## src/hdl/mdm_pkg.sv

```systemverilog
// constants, codes and frame states of the motor driver monitor register bank
// Contract
// - current select register at 0Eh, read-write, 16 bits, FF00h after reset.
// - valid current codes are FF00h through FA05h; host picks the matching one.
// - apply command with an invalid current code flags an error and an alarm.
// - monitor words are read-only; writes to them change nothing.
// - monitor reads are served in setting and operation state alike.
// - reserved words 20h and 2Eh to 3Eh may read as anything.
// - status bit 5 main power, bit 4 overheat, bit 3 excitation.
// - status bit 2 pulse ready, bit 1 step zero, bit 0 alarm.
// - alarm word at 24h gives active alarm code in its low byte.
// - word at 26h gives board temperature in 0.1 degC counts.
// - word at 28h gives main supply voltage in 0.1 V counts.
// - word at 2Ah gives analog input voltage in 0.01 V counts.
// - pulse tally at 2Ch counts cw up, ccw down while operation possible.
// - pulse tally is signed 16 bits and wraps both ways.
// - pulse tally clears on the move from setting to operation state.
// - word at 40h gives motor phase kind in bit 0, one for two-phase.
// - word at 42h gives a fixed firmware kind identifier.
// - word at 44h gives firmware revision in 0.01 steps.
// - words travel high byte first, high byte at lower offset.
// - write frame is 02h, start address, two reserved bytes, then words.
package mdm_pkg;
    localparam logic [7:0]  ADDR_SELECT     = 8'h0E;
    localparam logic [7:0]  ADDR_STATUS     = 8'h22;
    localparam logic [7:0]  ADDR_ALARM      = 8'h24;
    localparam logic [7:0]  ADDR_TEMP       = 8'h26;
    localparam logic [7:0]  ADDR_SUPPLY     = 8'h28;
    localparam logic [7:0]  ADDR_ANALOG     = 8'h2A;
    localparam logic [7:0]  ADDR_TALLY      = 8'h2C;
    localparam logic [7:0]  ADDR_PHASE      = 8'h40;
    localparam logic [7:0]  ADDR_FW_KIND    = 8'h42;
    localparam logic [7:0]  ADDR_FW_REV     = 8'h44;
    localparam logic [7:0]  ADDR_STEP       = 8'h02;
    localparam logic [7:0]  CMD_WRITE       = 8'h02;
    localparam logic [7:0]  CMD_READ        = 8'h03;
    localparam logic [15:0] SELECT_RESET    = 16'hFF00;
    localparam logic [7:0]  SELECT_CODE_MAX = 8'h05;
    localparam logic [15:0] TALLY_RESET     = 16'h0000;
    localparam logic [15:0] TALLY_STEP      = 16'h0001;
    localparam logic [15:0] WORD_ZERO       = 16'h0000;
    localparam logic [7:0]  BYTE_ZERO       = 8'h00;
    localparam logic [2:0]  BIT_CNT_ZERO    = 3'h0;
    localparam logic [2:0]  BIT_CNT_ONE     = 3'h1;
    localparam int          STAT_POWER      = 5;
    localparam int          STAT_OVERHEAT   = 4;
    localparam int          STAT_EXCITE     = 3;
    localparam int          STAT_PULSE_INPUT_READY    = 2;
    localparam int          STAT_STEP_ZERO  = 1;
    localparam int          STAT_ALARM      = 0;
    localparam int          PHASE_BIT       = 0;
    // arbitrary identity values, not tied to any real firmware
    localparam logic [15:0] FW_KIND_DEFAULT = 16'h5A5A;
    localparam logic [15:0] FW_REV_DEFAULT  = 16'h0100;

    typedef enum logic [6:0] {
        FR_CMD   = 7'h01,
        FR_ADDR  = 7'h02,
        FR_RSV0  = 7'h04,
        FR_RSV1  = 7'h08,
        FR_HI    = 7'h10,
        FR_LO    = 7'h20,
        FR_SKIP  = 7'h40
    } mdm_frame_t;
endpackage

```

## src/hdl/mdm_regs.sv

```systemverilog
// motor driver monitor register bank behind the spi port
`timescale 1ns/100ps
`default_nettype none
module mdm_regs #(
    parameter logic [15:0] FW_KIND_ID  = mdm_pkg::FW_KIND_DEFAULT,
    parameter logic [15:0] FW_REVISION = mdm_pkg::FW_REV_DEFAULT
) (
    input  wire logic        clk,
    input  wire logic        rst,
    input  wire logic        spi_sclk,
    input  wire logic        spi_cs_n,
    input  wire logic        spi_mosi,
    output logic             spi_miso,
    output logic             spi_miso_oe,
    input  wire logic        main_power_present,
    input  wire logic        overheat,
    input  wire logic        excitation_active,
    input  wire logic        pulse_input_ready,
    input  wire logic        step_zero_position,
    input  wire logic        alarm_present,
    input  wire logic [7:0]  alarm_code_field,
    input  wire logic [15:0] board_temperature,
    input  wire logic [15:0] supply_voltage_level,
    input  wire logic [15:0] analog_input_level,
    input  wire logic        motor_two_phase,
    input  wire logic        operation_state,
    input  wire logic        operation_possible,
    input  wire logic        cw_pulse,
    input  wire logic        ccw_pulse,
    input  wire logic        apply_settings,
    output logic [15:0]      motor_current_select,
    output logic             apply_error,
    output logic             alarm_raise
);
    mdm_pkg::mdm_frame_t state_reg;
    logic [7:0]          cmd_reg;
    logic [7:0]          addr_reg;
    logic [7:0]          wr_hi_reg;
    logic [7:0]          tx_reg;
    logic [15:0]         snap_reg;
    logic [15:0]         select_reg;
    logic [15:0]         tally_reg;
    logic [15:0]         tally_next;
    logic                op_prev_reg;
    logic                err_reg;
    logic                alarm_reg;
    logic                frame_start;
    logic                rx_valid;
    logic [7:0]          rx_byte;
    logic                is_write;
    logic                is_read;
    logic                select_valid;
    logic                enter_operation;
    logic                select_we;
    logic [15:0]         word_now;
    logic [15:0]         word_next;

    mdm_spi_shift u_shift (
        .clk         (clk),
        .rst         (rst),
        .spi_sclk    (spi_sclk),
        .spi_cs_n    (spi_cs_n),
        .spi_mosi    (spi_mosi),
        .spi_miso    (spi_miso),
        .spi_miso_oe (spi_miso_oe),
        .tx_byte     (tx_reg),
        .frame_start (frame_start),
        .rx_valid    (rx_valid),
        .rx_byte     (rx_byte)
    );

    function automatic logic code_ok(input logic [15:0] code);
        code_ok = (code[15:8] == ~code[7:0])
                  && (code[7:0] <= mdm_pkg::SELECT_CODE_MAX);
    endfunction

    // whole word sampled in one cycle so both bytes belong together
    function automatic logic [15:0] read_word(input logic [7:0] addr);
        logic [15:0] w;
        w = mdm_pkg::WORD_ZERO;
        case (addr)
            mdm_pkg::ADDR_SELECT: w = select_reg;
            mdm_pkg::ADDR_STATUS: begin
                w[mdm_pkg::STAT_POWER]     = main_power_present;
                w[mdm_pkg::STAT_OVERHEAT]  = overheat;
                w[mdm_pkg::STAT_EXCITE]    = excitation_active;
                w[mdm_pkg::STAT_PULSE_INPUT_READY]   = pulse_input_ready;
                w[mdm_pkg::STAT_STEP_ZERO] = step_zero_position;
                w[mdm_pkg::STAT_ALARM]     = alarm_present;
            end
            mdm_pkg::ADDR_ALARM: begin
                // code masked off without an alarm
                if (alarm_present) begin
                    w[7:0] = alarm_code_field;
                end
            end
            mdm_pkg::ADDR_TEMP:    w = board_temperature;
            mdm_pkg::ADDR_SUPPLY:  w = supply_voltage_level;
            mdm_pkg::ADDR_ANALOG:  w = analog_input_level;
            mdm_pkg::ADDR_TALLY:   w = tally_reg;
            mdm_pkg::ADDR_PHASE:   w[mdm_pkg::PHASE_BIT] = motor_two_phase;
            mdm_pkg::ADDR_FW_KIND: w = FW_KIND_ID;
            mdm_pkg::ADDR_FW_REV:  w = FW_REVISION;
            // reserved and unmapped words read zero
            default: w = mdm_pkg::WORD_ZERO;
        endcase
        read_word = w;
    endfunction

    assign is_write        = (cmd_reg == mdm_pkg::CMD_WRITE);
    assign is_read         = (cmd_reg == mdm_pkg::CMD_READ);
    assign select_valid    = code_ok(select_reg);
    assign enter_operation = operation_state & ~op_prev_reg;
    // only the select word is writable
    assign select_we       = rx_valid && (state_reg == mdm_pkg::FR_LO)
                             && is_write
                             && (addr_reg == mdm_pkg::ADDR_SELECT);
    assign word_now        = read_word(addr_reg);
    assign word_next       = read_word(addr_reg + mdm_pkg::ADDR_STEP);
    assign motor_current_select = select_reg;
    assign apply_error     = err_reg;
    assign alarm_raise     = alarm_reg;

    // frame sequencer; reads run regardless of operation_state
    always_ff @(posedge clk) begin
        if (rst) begin
            state_reg <= mdm_pkg::FR_CMD;
            cmd_reg   <= mdm_pkg::BYTE_ZERO;
            addr_reg  <= mdm_pkg::BYTE_ZERO;
            wr_hi_reg <= mdm_pkg::BYTE_ZERO;
        end else if (frame_start) begin
            state_reg <= mdm_pkg::FR_CMD;
        end else if (rx_valid) begin
            case (state_reg)
                mdm_pkg::FR_CMD: begin
                    cmd_reg <= rx_byte;
                    if (rx_byte == mdm_pkg::CMD_WRITE
                        || rx_byte == mdm_pkg::CMD_READ) begin
                        state_reg <= mdm_pkg::FR_ADDR;
                    end else begin
                        state_reg <= mdm_pkg::FR_SKIP;
                    end
                end
                mdm_pkg::FR_ADDR: begin
                    addr_reg  <= rx_byte;
                    state_reg <= mdm_pkg::FR_RSV0;
                end
                mdm_pkg::FR_RSV0: state_reg <= mdm_pkg::FR_RSV1;
                mdm_pkg::FR_RSV1: state_reg <= mdm_pkg::FR_HI;
                mdm_pkg::FR_HI: begin
                    wr_hi_reg <= rx_byte;
                    state_reg <= mdm_pkg::FR_LO;
                end
                mdm_pkg::FR_LO: begin
                    addr_reg  <= addr_reg + mdm_pkg::ADDR_STEP;
                    state_reg <= mdm_pkg::FR_HI;
                end
                mdm_pkg::FR_SKIP: state_reg <= mdm_pkg::FR_SKIP;
                default: state_reg <= mdm_pkg::FR_SKIP;
            endcase
        end
    end

    // outgoing bytes, high byte first from a single snapshot
    always_ff @(posedge clk) begin
        if (rst) begin
            tx_reg   <= mdm_pkg::BYTE_ZERO;
            snap_reg <= mdm_pkg::WORD_ZERO;
        end else if (frame_start) begin
            tx_reg <= mdm_pkg::BYTE_ZERO;
        end else if (rx_valid) begin
            tx_reg <= mdm_pkg::BYTE_ZERO;
            if (is_read && state_reg == mdm_pkg::FR_RSV1) begin
                snap_reg <= word_now;
                tx_reg   <= word_now[15:8];
            end else if (is_read && state_reg == mdm_pkg::FR_HI) begin
                tx_reg <= snap_reg[7:0];
            end else if (is_read && state_reg == mdm_pkg::FR_LO) begin
                snap_reg <= word_next;
                tx_reg   <= word_next[15:8];
            end
        end
    end

    always_ff @(posedge clk) begin
        if (rst) begin
            select_reg <= mdm_pkg::SELECT_RESET;
        end else if (select_we) begin
            select_reg <= {wr_hi_reg, rx_byte};
        end
    end

    // invalid code is only caught when apply runs, not when written
    always_ff @(posedge clk) begin
        if (rst) begin
            err_reg   <= 1'b0;
            alarm_reg <= 1'b0;
        end else begin
            err_reg   <= apply_settings & ~select_valid;
            alarm_reg <= apply_settings & ~select_valid;
        end
    end

    // simultaneous cw and ccw cancel out
    always_comb begin
        tally_next = tally_reg;
        if (enter_operation) begin
            tally_next = mdm_pkg::TALLY_RESET;
        end else if (operation_possible && cw_pulse && !ccw_pulse) begin
            tally_next = tally_reg + mdm_pkg::TALLY_STEP;
        end else if (operation_possible && ccw_pulse && !cw_pulse) begin
            tally_next = tally_reg - mdm_pkg::TALLY_STEP;
        end
    end

    always_ff @(posedge clk) begin
        if (rst) begin
            tally_reg   <= mdm_pkg::TALLY_RESET;
            op_prev_reg <= 1'b0;
        end else begin
            tally_reg   <= tally_next;
            op_prev_reg <= operation_state;
        end
    end
endmodule
`default_nettype wire

```

## src/hdl/mdm_spi_shift.sv

```systemverilog
// spi mode 0 byte shifter with pin synchronisers
`timescale 1ns/100ps
`default_nettype none
module mdm_spi_shift (
    input  wire logic       clk,
    input  wire logic       rst,
    input  wire logic       spi_sclk,
    input  wire logic       spi_cs_n,
    input  wire logic       spi_mosi,
    output logic            spi_miso,
    output logic            spi_miso_oe,
    input  wire logic [7:0] tx_byte,
    output logic            frame_start,
    output logic            rx_valid,
    output logic [7:0]      rx_byte
);
    logic [2:0] sclk_sync_reg;
    logic [2:0] cs_sync_reg;
    logic [1:0] mosi_sync_reg;
    logic [2:0] bit_cnt_reg;
    logic [7:0] rx_shift_reg;
    logic [7:0] tx_shift_reg;
    logic       rise;
    logic       fall;
    logic       active;

    // stage 0 feeds only stage 1; edges are taken from stages 1 and 2
    always_ff @(posedge clk) begin
        if (rst) begin
            sclk_sync_reg <= 3'h0;
            cs_sync_reg   <= 3'h7;
            mosi_sync_reg <= 2'h0;
        end else begin
            sclk_sync_reg <= {sclk_sync_reg[1:0], spi_sclk};
            cs_sync_reg   <= {cs_sync_reg[1:0], spi_cs_n};
            mosi_sync_reg <= {mosi_sync_reg[0], spi_mosi};
        end
    end

    assign active      = ~cs_sync_reg[1];
    assign rise        = active & sclk_sync_reg[1] & ~sclk_sync_reg[2];
    assign fall        = active & ~sclk_sync_reg[1] & sclk_sync_reg[2];
    assign frame_start = cs_sync_reg[2] & ~cs_sync_reg[1];
    assign spi_miso    = tx_shift_reg[7];
    assign spi_miso_oe = active;
    assign rx_byte     = rx_shift_reg;

    always_ff @(posedge clk) begin
        if (rst) begin
            bit_cnt_reg  <= mdm_pkg::BIT_CNT_ZERO;
            rx_shift_reg <= mdm_pkg::BYTE_ZERO;
            rx_valid     <= 1'b0;
        end else begin
            rx_valid <= 1'b0;
            if (frame_start) begin
                bit_cnt_reg <= mdm_pkg::BIT_CNT_ZERO;
            end else if (rise) begin
                rx_shift_reg <= {rx_shift_reg[6:0], mosi_sync_reg[1]};
                bit_cnt_reg  <= bit_cnt_reg + mdm_pkg::BIT_CNT_ONE;
                rx_valid     <= (bit_cnt_reg == 3'h7);
            end
        end
    end

    // next byte is loaded on the falling edge that starts it
    always_ff @(posedge clk) begin
        if (rst) begin
            tx_shift_reg <= mdm_pkg::BYTE_ZERO;
        // command byte slot always answers zero; tx_byte may be stale here
        end else if (frame_start) begin
            tx_shift_reg <= mdm_pkg::BYTE_ZERO;
        end else if (fall) begin
            if (bit_cnt_reg == mdm_pkg::BIT_CNT_ZERO) begin
                tx_shift_reg <= tx_byte;
            end else begin
                tx_shift_reg <= {tx_shift_reg[6:0], 1'b0};
            end
        end
    end
endmodule
`default_nettype wire

```

## config.mk

```make
export PLATFORM = sky130hd
export DESIGN_NAME = mdm_regs
export DESIGN_NICKNAME = d
export VERILOG_FILES = /design/src/hdl/mdm_pkg.sv /design/src/hdl/mdm_regs.sv /design/src/hdl/mdm_spi_shift.sv
export SDC_FILE = /design/constraint.sdc
export NUM_CORES = 1
export LEC_CHECK = 0
export BUFFER_PORTS_ARGS = -buffer_cell sky130_fd_sc_hd__clkbuf_2
export CORE_MARGIN = 4
export CORE_UTILIZATION = 55
export CTS_CLUSTER_SIZE = 28
export DETAILED_ROUTE_END_ITERATION = 8
export GPL_ROUTABILITY_DRIVEN = 0
export PLACE_DENSITY = 0.73
export SYNTH_ARGS = -nofsm -noshare
export SYNTH_HDL_FRONTEND = slang
export SYNTH_SLANG_ARGS = --single-unit
```

## constraint.sdc

```tcl
create_clock -name clk -period 2.8 [get_ports clk]
set_input_delay 0 -clock clk [delete_from_list [all_inputs] [get_ports clk]]
set_output_delay 0 -clock clk [all_outputs]
set_load 0.03 [all_outputs]
```

== After elaboration in Yosys (flattened, before gate mapping) ==
Cells that the tools add are included.

* Output and inout port bits: 20
* Logic and storage cells: 118
* Input port bits: 73
* Flip-flop bits (word level): 109

* Bitwise operators: 15
* Reductions and logical operators: 27
* Mux-type cells: 21
* Add/sub/neg operators: 4
* Eq/ne operators: 33
* $lt $le $gt $ge: 1

{| class="wikitable"
|+ Operator list
! operator !! number
|-
| case mux 8 bit (7 select lines) || 2
|-
| equality test 8 x 6 -> 1 bit (second input constant) || 12
|-
| case mux 5 bit (8 select lines) || 2
|-
| 2-to-1 mux 8 bit || 8
|-
| equality test 8 x 7 -> 1 bit (second input constant) || 6
|-
| case mux 7 bit (5 select lines) || 1
|-
| equality test 8 x 2 -> 1 bit (second input constant) || 4
|-
| 2-to-1 mux 16 bit || 2
|-
| case mux 2 bit (7 select lines) || 2
|-
| adder 16 x 1 -> 16 bit (second input constant) || 1
|-
| equality test 8 x 4 -> 1 bit (second input constant) || 2
|-
| case mux 1 bit (8 select lines) || 2
|-
| case mux 8 bit (2 select lines) || 1
|-
| subtractor 16 x 1 -> 16 bit (second input constant) || 1
|-
| logical AND 1 bit || 11
|-
| AND reduction 3 bit || 3
|-
| adder 8 x 2 -> 8 bit (second input constant) || 1
|-
| equality test 8 bit || 1
|-
| <= comparator 8 x 3 -> 1 bit (second input constant) || 1
|-
| inverter 8 bit || 1
|-
| bitwise AND 1 bit || 7
|-
| equality test 7 x 1 -> 1 bit (second input constant) || 1
|-
| equality test 7 x 2 -> 1 bit (second input constant) || 1
|-
| equality test 7 x 3 -> 1 bit (second input constant) || 1
|-
| other kinds (16) || 27
|}

== Longest topological paths before layout ==
* Depth after elaboration: 6
* Gate-level depth with buffers: 11
* Mapped depth without buffers: 9

== Hierarchy ==
Synthesis repeated with hierarchy kept, for this count alone.

* Cells, all modules: 866
* Area total of the unflattened synthesis: 7174.4 µm²

{| class="wikitable"
|+ Modules (own cells, without submodules)
! module !! instances !! area an instance (µm²) !! cells each
|-
| mdm_regs || 1 || 6063.3 || 755
|-
| mdm_spi_shift || 1 || 1111.1 || 111
|}

== Least setup slack after synthesis ==
Ideal clock, no wire load.

* Path type: input to register
* Start point: input ccw_pulse
* End point: register tally_reg[15]
* Stages on the path: 9
* Library setup time: 0.121 ns
* Data arrival time: 2.405 ns
* Slack: 0.274 ns
* Path through: nand3b_1 -> ha_1 -> a211oi_1 -> o21ai_0 -> a211oi_1 -> o41a_1 -> o211ai_1 -> o21ai_0 -> mux2_2

* Longest elaborated chain between the ends: 3

{| class="wikitable"
|+ Ends and longest elaborated chain
! what !! line !! text
|-
| start: declaration || mdm_regs.sv:29 || <nowiki>input wire logic ccw_pulse,</nowiki>
|-
| zero test 1 bit / logical AND 1 bit (equally long branches) || mdm_regs.sv:209, mdm_regs.sv:211 ||
|-
| logical AND 1 bit (on tied branches) || mdm_regs.sv:209, mdm_regs.sv:211 ||
|-
| 2-to-1 mux 16 bit / nonzero test 2 bit (equally long branches) || n/a ||
|-
| end signal: assignment || mdm_regs.sv:218 || <nowiki>tally_reg <= mdm_pkg::TALLY_RESET;</nowiki>
|-
| end signal: assignment || mdm_regs.sv:221 || <nowiki>tally_reg <= tally_next;</nowiki>
|-
| end: declaration || mdm_regs.sv:42 || <nowiki>logic [15:0] tally_reg;</nowiki>
|}

Parallel ways exist; a longest one is shown, timed or not.
A chain may end at the register's enable or synchronous reset.

== Worst setup path in the final report ==
* Start point: register addr_reg[2]
* End point: register tx_reg[5]

* Longest elaborated chain between the ends: 6

{| class="wikitable"
|+ Ends and longest elaborated chain
! what !! line !! text
|-
| start: declaration || mdm_regs.sv:37 || <nowiki>logic [7:0] addr_reg;</nowiki>
|-
| start signal: assignment || mdm_regs.sv:129 || <nowiki>addr_reg <= mdm_pkg::BYTE_ZERO;</nowiki>
|-
| start signal: assignment || mdm_regs.sv:145 || <nowiki>addr_reg <= rx_byte;</nowiki>
|-
| start signal: assignment || mdm_regs.sv:155 || <nowiki>addr_reg <= addr_reg + mdm_pkg::ADDR_STEP;</nowiki>
|-
| adder 8 x 2 -> 8 bit || mdm_regs.sv:119 || <nowiki>assign word_next = read_word(addr_reg + mdm_pkg::ADDR_STEP);</nowiki>
|-
| equality test 8 x 7 -> 1 bit (tied with other cells) || mdm_regs.sv:81 || <nowiki>case (addr)</nowiki>
|-
| case mux 8 bit (7 select lines) || mdm_regs.sv:81 ||
|-
| 2-to-1 mux 8 bit || mdm_regs.sv:178 || <nowiki>end else if (is_read && state_reg == mdm_pkg::FR_LO) begin</nowiki>
|-
| 2-to-1 mux 8 bit || mdm_regs.sv:176 || <nowiki>end else if (is_read && state_reg == mdm_pkg::FR_HI) begin</nowiki>
|-
| 2-to-1 mux 8 bit * || mdm_regs.sv:173 || <nowiki>if (is_read && state_reg == mdm_pkg::FR_RSV1) begin</nowiki>
|-
| end signal: assignment || mdm_regs.sv:175 || <nowiki>tx_reg <= word_now[15:8];</nowiki>
|-
| end signal: assignment || mdm_regs.sv:177 || <nowiki>tx_reg <= snap_reg[7:0];</nowiki>
|-
| end signal: assignment || mdm_regs.sv:180 || <nowiki>tx_reg <= word_next[15:8];</nowiki>
|-
| end: declaration || mdm_regs.sv:39 || <nowiki>logic [7:0] tx_reg;</nowiki>
|}

Every way passes the cells marked *; elsewhere a longest branch is shown, timed or not.

==> impl_metrics.py <==
metrics = {
    "routing": {
        "via_per_inst": 6.39,
        "drt_first_pass_iters": 6,
        "wl_mm": 22.7,
        "first_iter_violations": 871,
        "wl_per_cell_um": 19.5,
        "vias": 7420,
        "detail-route-antenna-nets": 0,
        "drc_errors": 0,
    },
    "run_status": {
        "status": "completed",
    },
    "min_path": {
        "worstHoldStart": "board_temperature[7]",
        "hold_depth": 5,
        "holdPathEnd": "snap_reg[7]",
        "hold_path_class": "primary input to flip-flop",
    },
    "setup_path": {
        "cpPeakStageDelay_ps": 380,
        "ff2ff_setup_slack_ps": 90,
        "worstPathArrival_ps": 3000,
        "r2r-start": "addr_reg[2]",
        "worstPathMaxFanout": 18,
        "timing.rr.end": "tx_reg[5]",
        "crit_type": "flip-flop to flip-flop",
        "timing.critical_path.mode_cell": "buf_4",
        "cp_cell_sequence": "buf_4 > buf_4 > nor4bb_4 > and2_1 > buf_4 > nor2_1 > a31oi_2 > buf_4 > a221oi_1 > a21oi_1",
        "crit_path_end_kind": "flip-flop",
        "cp.required_ps": 3090,
        "r2r_cells": 10,
        "worst_setup_path_start_kind": "flip-flop",
        "slowest_stage": "nor4bb_4",
    },
    "synth": {
        "yosysTopAreaCell": "dfxtp_1",
        "synth_compound_area_share_pct": 26.1,
        "ys_ff_latch": 109,
        "syn_avg_cell_area_sq_um": 8.08,
        "synthTopCellsByArea": "dfxtp_1 (31%), mux2i_1 (8.4%), nand2_1 (5.2%)",
        "ys.flop_type": "dfxtp_1",
        "synth_top_family_by_area": "compound AO/OA/AOI/OAI gates",
        "synth_fp_nets": 972,
        "synthMuxAreaShare_pct": 8.92,
        "synth_edf_count": 0,
        "synthDistinctLibCells": 76,
        "async_flop_share_pct": 0,
        "synth_fa_ha_area_share_pct": 3.59,
        "ys_seq_area_share_pct": 30.7,
        "ys_warn_count": 0,
        "synth_xor_area_share_pct": 3.31,
        "synth_top_area_share_pct": 30.7,
        "netlist_area_sq_um": 7110,
        "netlist_instances": 880,
        "synth_simple_gate_area_share_pct": 23.1,
    },
    "cells_and_area": {
        "multi_input_area_sq_um": 4680,
        "area_growth_pct": 17.4,
        "drive_above_1_share_pct": 18.8,
        "regArea_sq_um": 2180,
        "fillCellCount": 1147,
        "antenna_cells": 0,
        "finish.net_count": 1077,
    },
    "power": {
        "vdd_drop_max_mv": 0.258,
        "seq_power_share_pct": 47.9,
        "power.switching_uw": 880,
        "p_per_area_nw_per_um2": 400,
        "power.share.switching_pct": 26.4,
        "p_int_mw": 2.46,
        "p_comb_share_pct": 13.7,
        "p_clk_share_pct": 38.4,
        "p_leak_nw": 3.11,
    },
    "cts": {
        "cts_tree": "built",
        "cts_made_buffers": 9,
        "cts_max_path_buffers": 2,
        "htreeDepth": 3,
        "cts_root_buffer": "clkbuf_16",
        "cts.sinks": 109,
        "clk_pin_slew_worst_paths_ps": 70,
        "clock_latency_ps": 360,
    },
    "floorplan": {
        "fp.dieArea_sq_um": 14800,
        "die_w_um": 122,
        "rows": 41,
        "core_sq_um": 12600,
        "start_util_pct": 56.4,
        "ios": 93,
        "die_h_um": 122,
    },
    "timing": {
        "slew_headroom_pct": 43.4,
        "fin_crit_ps": 2710,
        "worst_hold_slack_ps": 23.4,
        "tightest_slew_ps": 849,
        "fmax_mhz": 369,
        "rsz0062_at_grt": "no",
        "hold_viol_final": 0,
        "fin_crit_sh_pct": 96.9,
        "maxSlewViolCount": 0,
        "skew_ps": 6.35,
        "setup_tns_ps": 0,
        "finalSetupViolCount": 0,
    },
    "global_route": {
        "first_global_vias": 6612,
        "grt_max_degree": 55,
        "track_usage_pct": 30.5,
        "grt_pass1_wl_mm": 35.6,
        "antenna_found_initial": 0,
        "grt-ovfl-total": 0,
    },
    "job": {
        "maxCapViolations": 0,
    },
    "placed_design": {
        "dp.final_hpwl_mm": 16.8,
        "port_buffers": 92,
    },
}
## per-stage QoR
| stage | worst slack, ps | power (mW) | util, % | instance area (sq um) | instances |
|---|---|---|---|---|---|
| finish | 87.6 | 3.34 | 66.2 | 8350 | 1162 |
| global route | 40.7 | 3.46 | 66.2 | 8350 | 1162 |
| CTS | 26.3 | 3.35 | 65.8 | 8310 | 1162 |
| detailed placement | 73.2 | 2.07 | 62.5 | 7890 | 1134 |
| global placement | 108 | 2.07 | 62.5 | 7890 | 1134 |
| floorplan | 274 | 1.92 | - | 7110 | 880 |
## layout make-up
cell class	instances	share of cell area, %
tap	172	2.58
clock buffer	13	3.24
multi-input combinational	703	56.0
sequential	109	26.1
clock inverter	3	0.315
timing repair buffer	152	11.3
inverter	10	0.449
## worst max-delay path by stage
stage,from,to,slack (ps),cells after the start
5_1_grt,addr_reg[2],tx_reg[4],40,10
3_3_place_gp,ccw_pulse,tally_reg[15],110,11
2_1_floorplan,ccw_pulse,tally_reg[15],270,9
6_report,addr_reg[2],tx_reg[5],90,10
3_5_place_dp,ccw_pulse,tally_reg[15],70,11
4_1_cts,addr_reg[2],snap_reg[2],30,10
## power groups by stage
stage,Clock [mW],Sequential [mW],Combinational [mW]
2_1_floorplan,0,1.62,0.297
3_3_place_gp,0,1.64,0.433
3_5_place_dp,0,1.64,0.433
4_1_cts,1.30,1.60,0.449
5_1_grt,1.36,1.60,0.499
6_report,1.28,1.60,0.457
## logic make-up after synthesis
group	after synthesis
XOR/XNOR	23
flip-flops	109
AND/OR/NAND/NOR	332
multiplexers	63
AO/OA/AOI/OAI	265
buffers and inverters	68
adder cells (fa/ha/maj)	20
## synthesized netlist by cell type (13+ instances only)
cell / n
a21oi_1: 72
nand3_1: 41
nand2b_1: 15
nor2b_1: 20
xnor2_1: 15
clkbuf_1: 33
nor3_1: 15
ha_1: 18
a211oi_1: 18
mux2i_1: 60
o21ai_0: 51
dfxtp_1: 109
nor2_1: 73
nand2_1: 99
buf_2: 13
## per-layer routing
layer	wire length [um]	global-route usage (%)	up-vias
met3	2570	6.73	61
met1	9790	44.3	3403
met4	922	13.2	0
li1	-	-	3497
met2	9420	43.4	459
met5	0	0	-
## cell usage in the layout, fill, tap and decap left out, types with 12 or more instances in the layout
| cell type | n |
|---|---|
| buf_4 | 48 |
| nor2_1 | 73 |
| nor3_1 | 15 |
| a221oi_1 | 12 |
| ha_1 | 17 |
| a221o_1 | 12 |
| and2_1 | 12 |
| nor2b_1 | 20 |
| mux2i_1 | 60 |
| nand4_1 | 12 |
| nand2_1 | 99 |
| a21oi_1 | 72 |
| o21ai_0 | 51 |
| nand2b_1 | 15 |
| dfxtp_1 | 108 |
| nand3_1 | 41 |
| xnor2_1 | 15 |
| dlygate4sd3_1 | 12 |
| a211oi_1 | 18 |
| clkbuf_2 | 92 |
## what timing repair did
item	4_1_cts	5_1_grt
buffers inserted	0	0
endpoints found under the hold margin	11	0
setup endpoints to repair	0	21
resized for setup	0	8
hold buffers	12	0
## critical path: cells and delay by family (launching register included)
kind | cells | cell delay, ps
buffers and inverters | 4 | 1040
and+or+nand+nor | 3 | 720
AOI/OAI and AO/OA | 3 | 530
DFF | 1 | 330
Note: power is estimated with default switching activity, not from simulation.
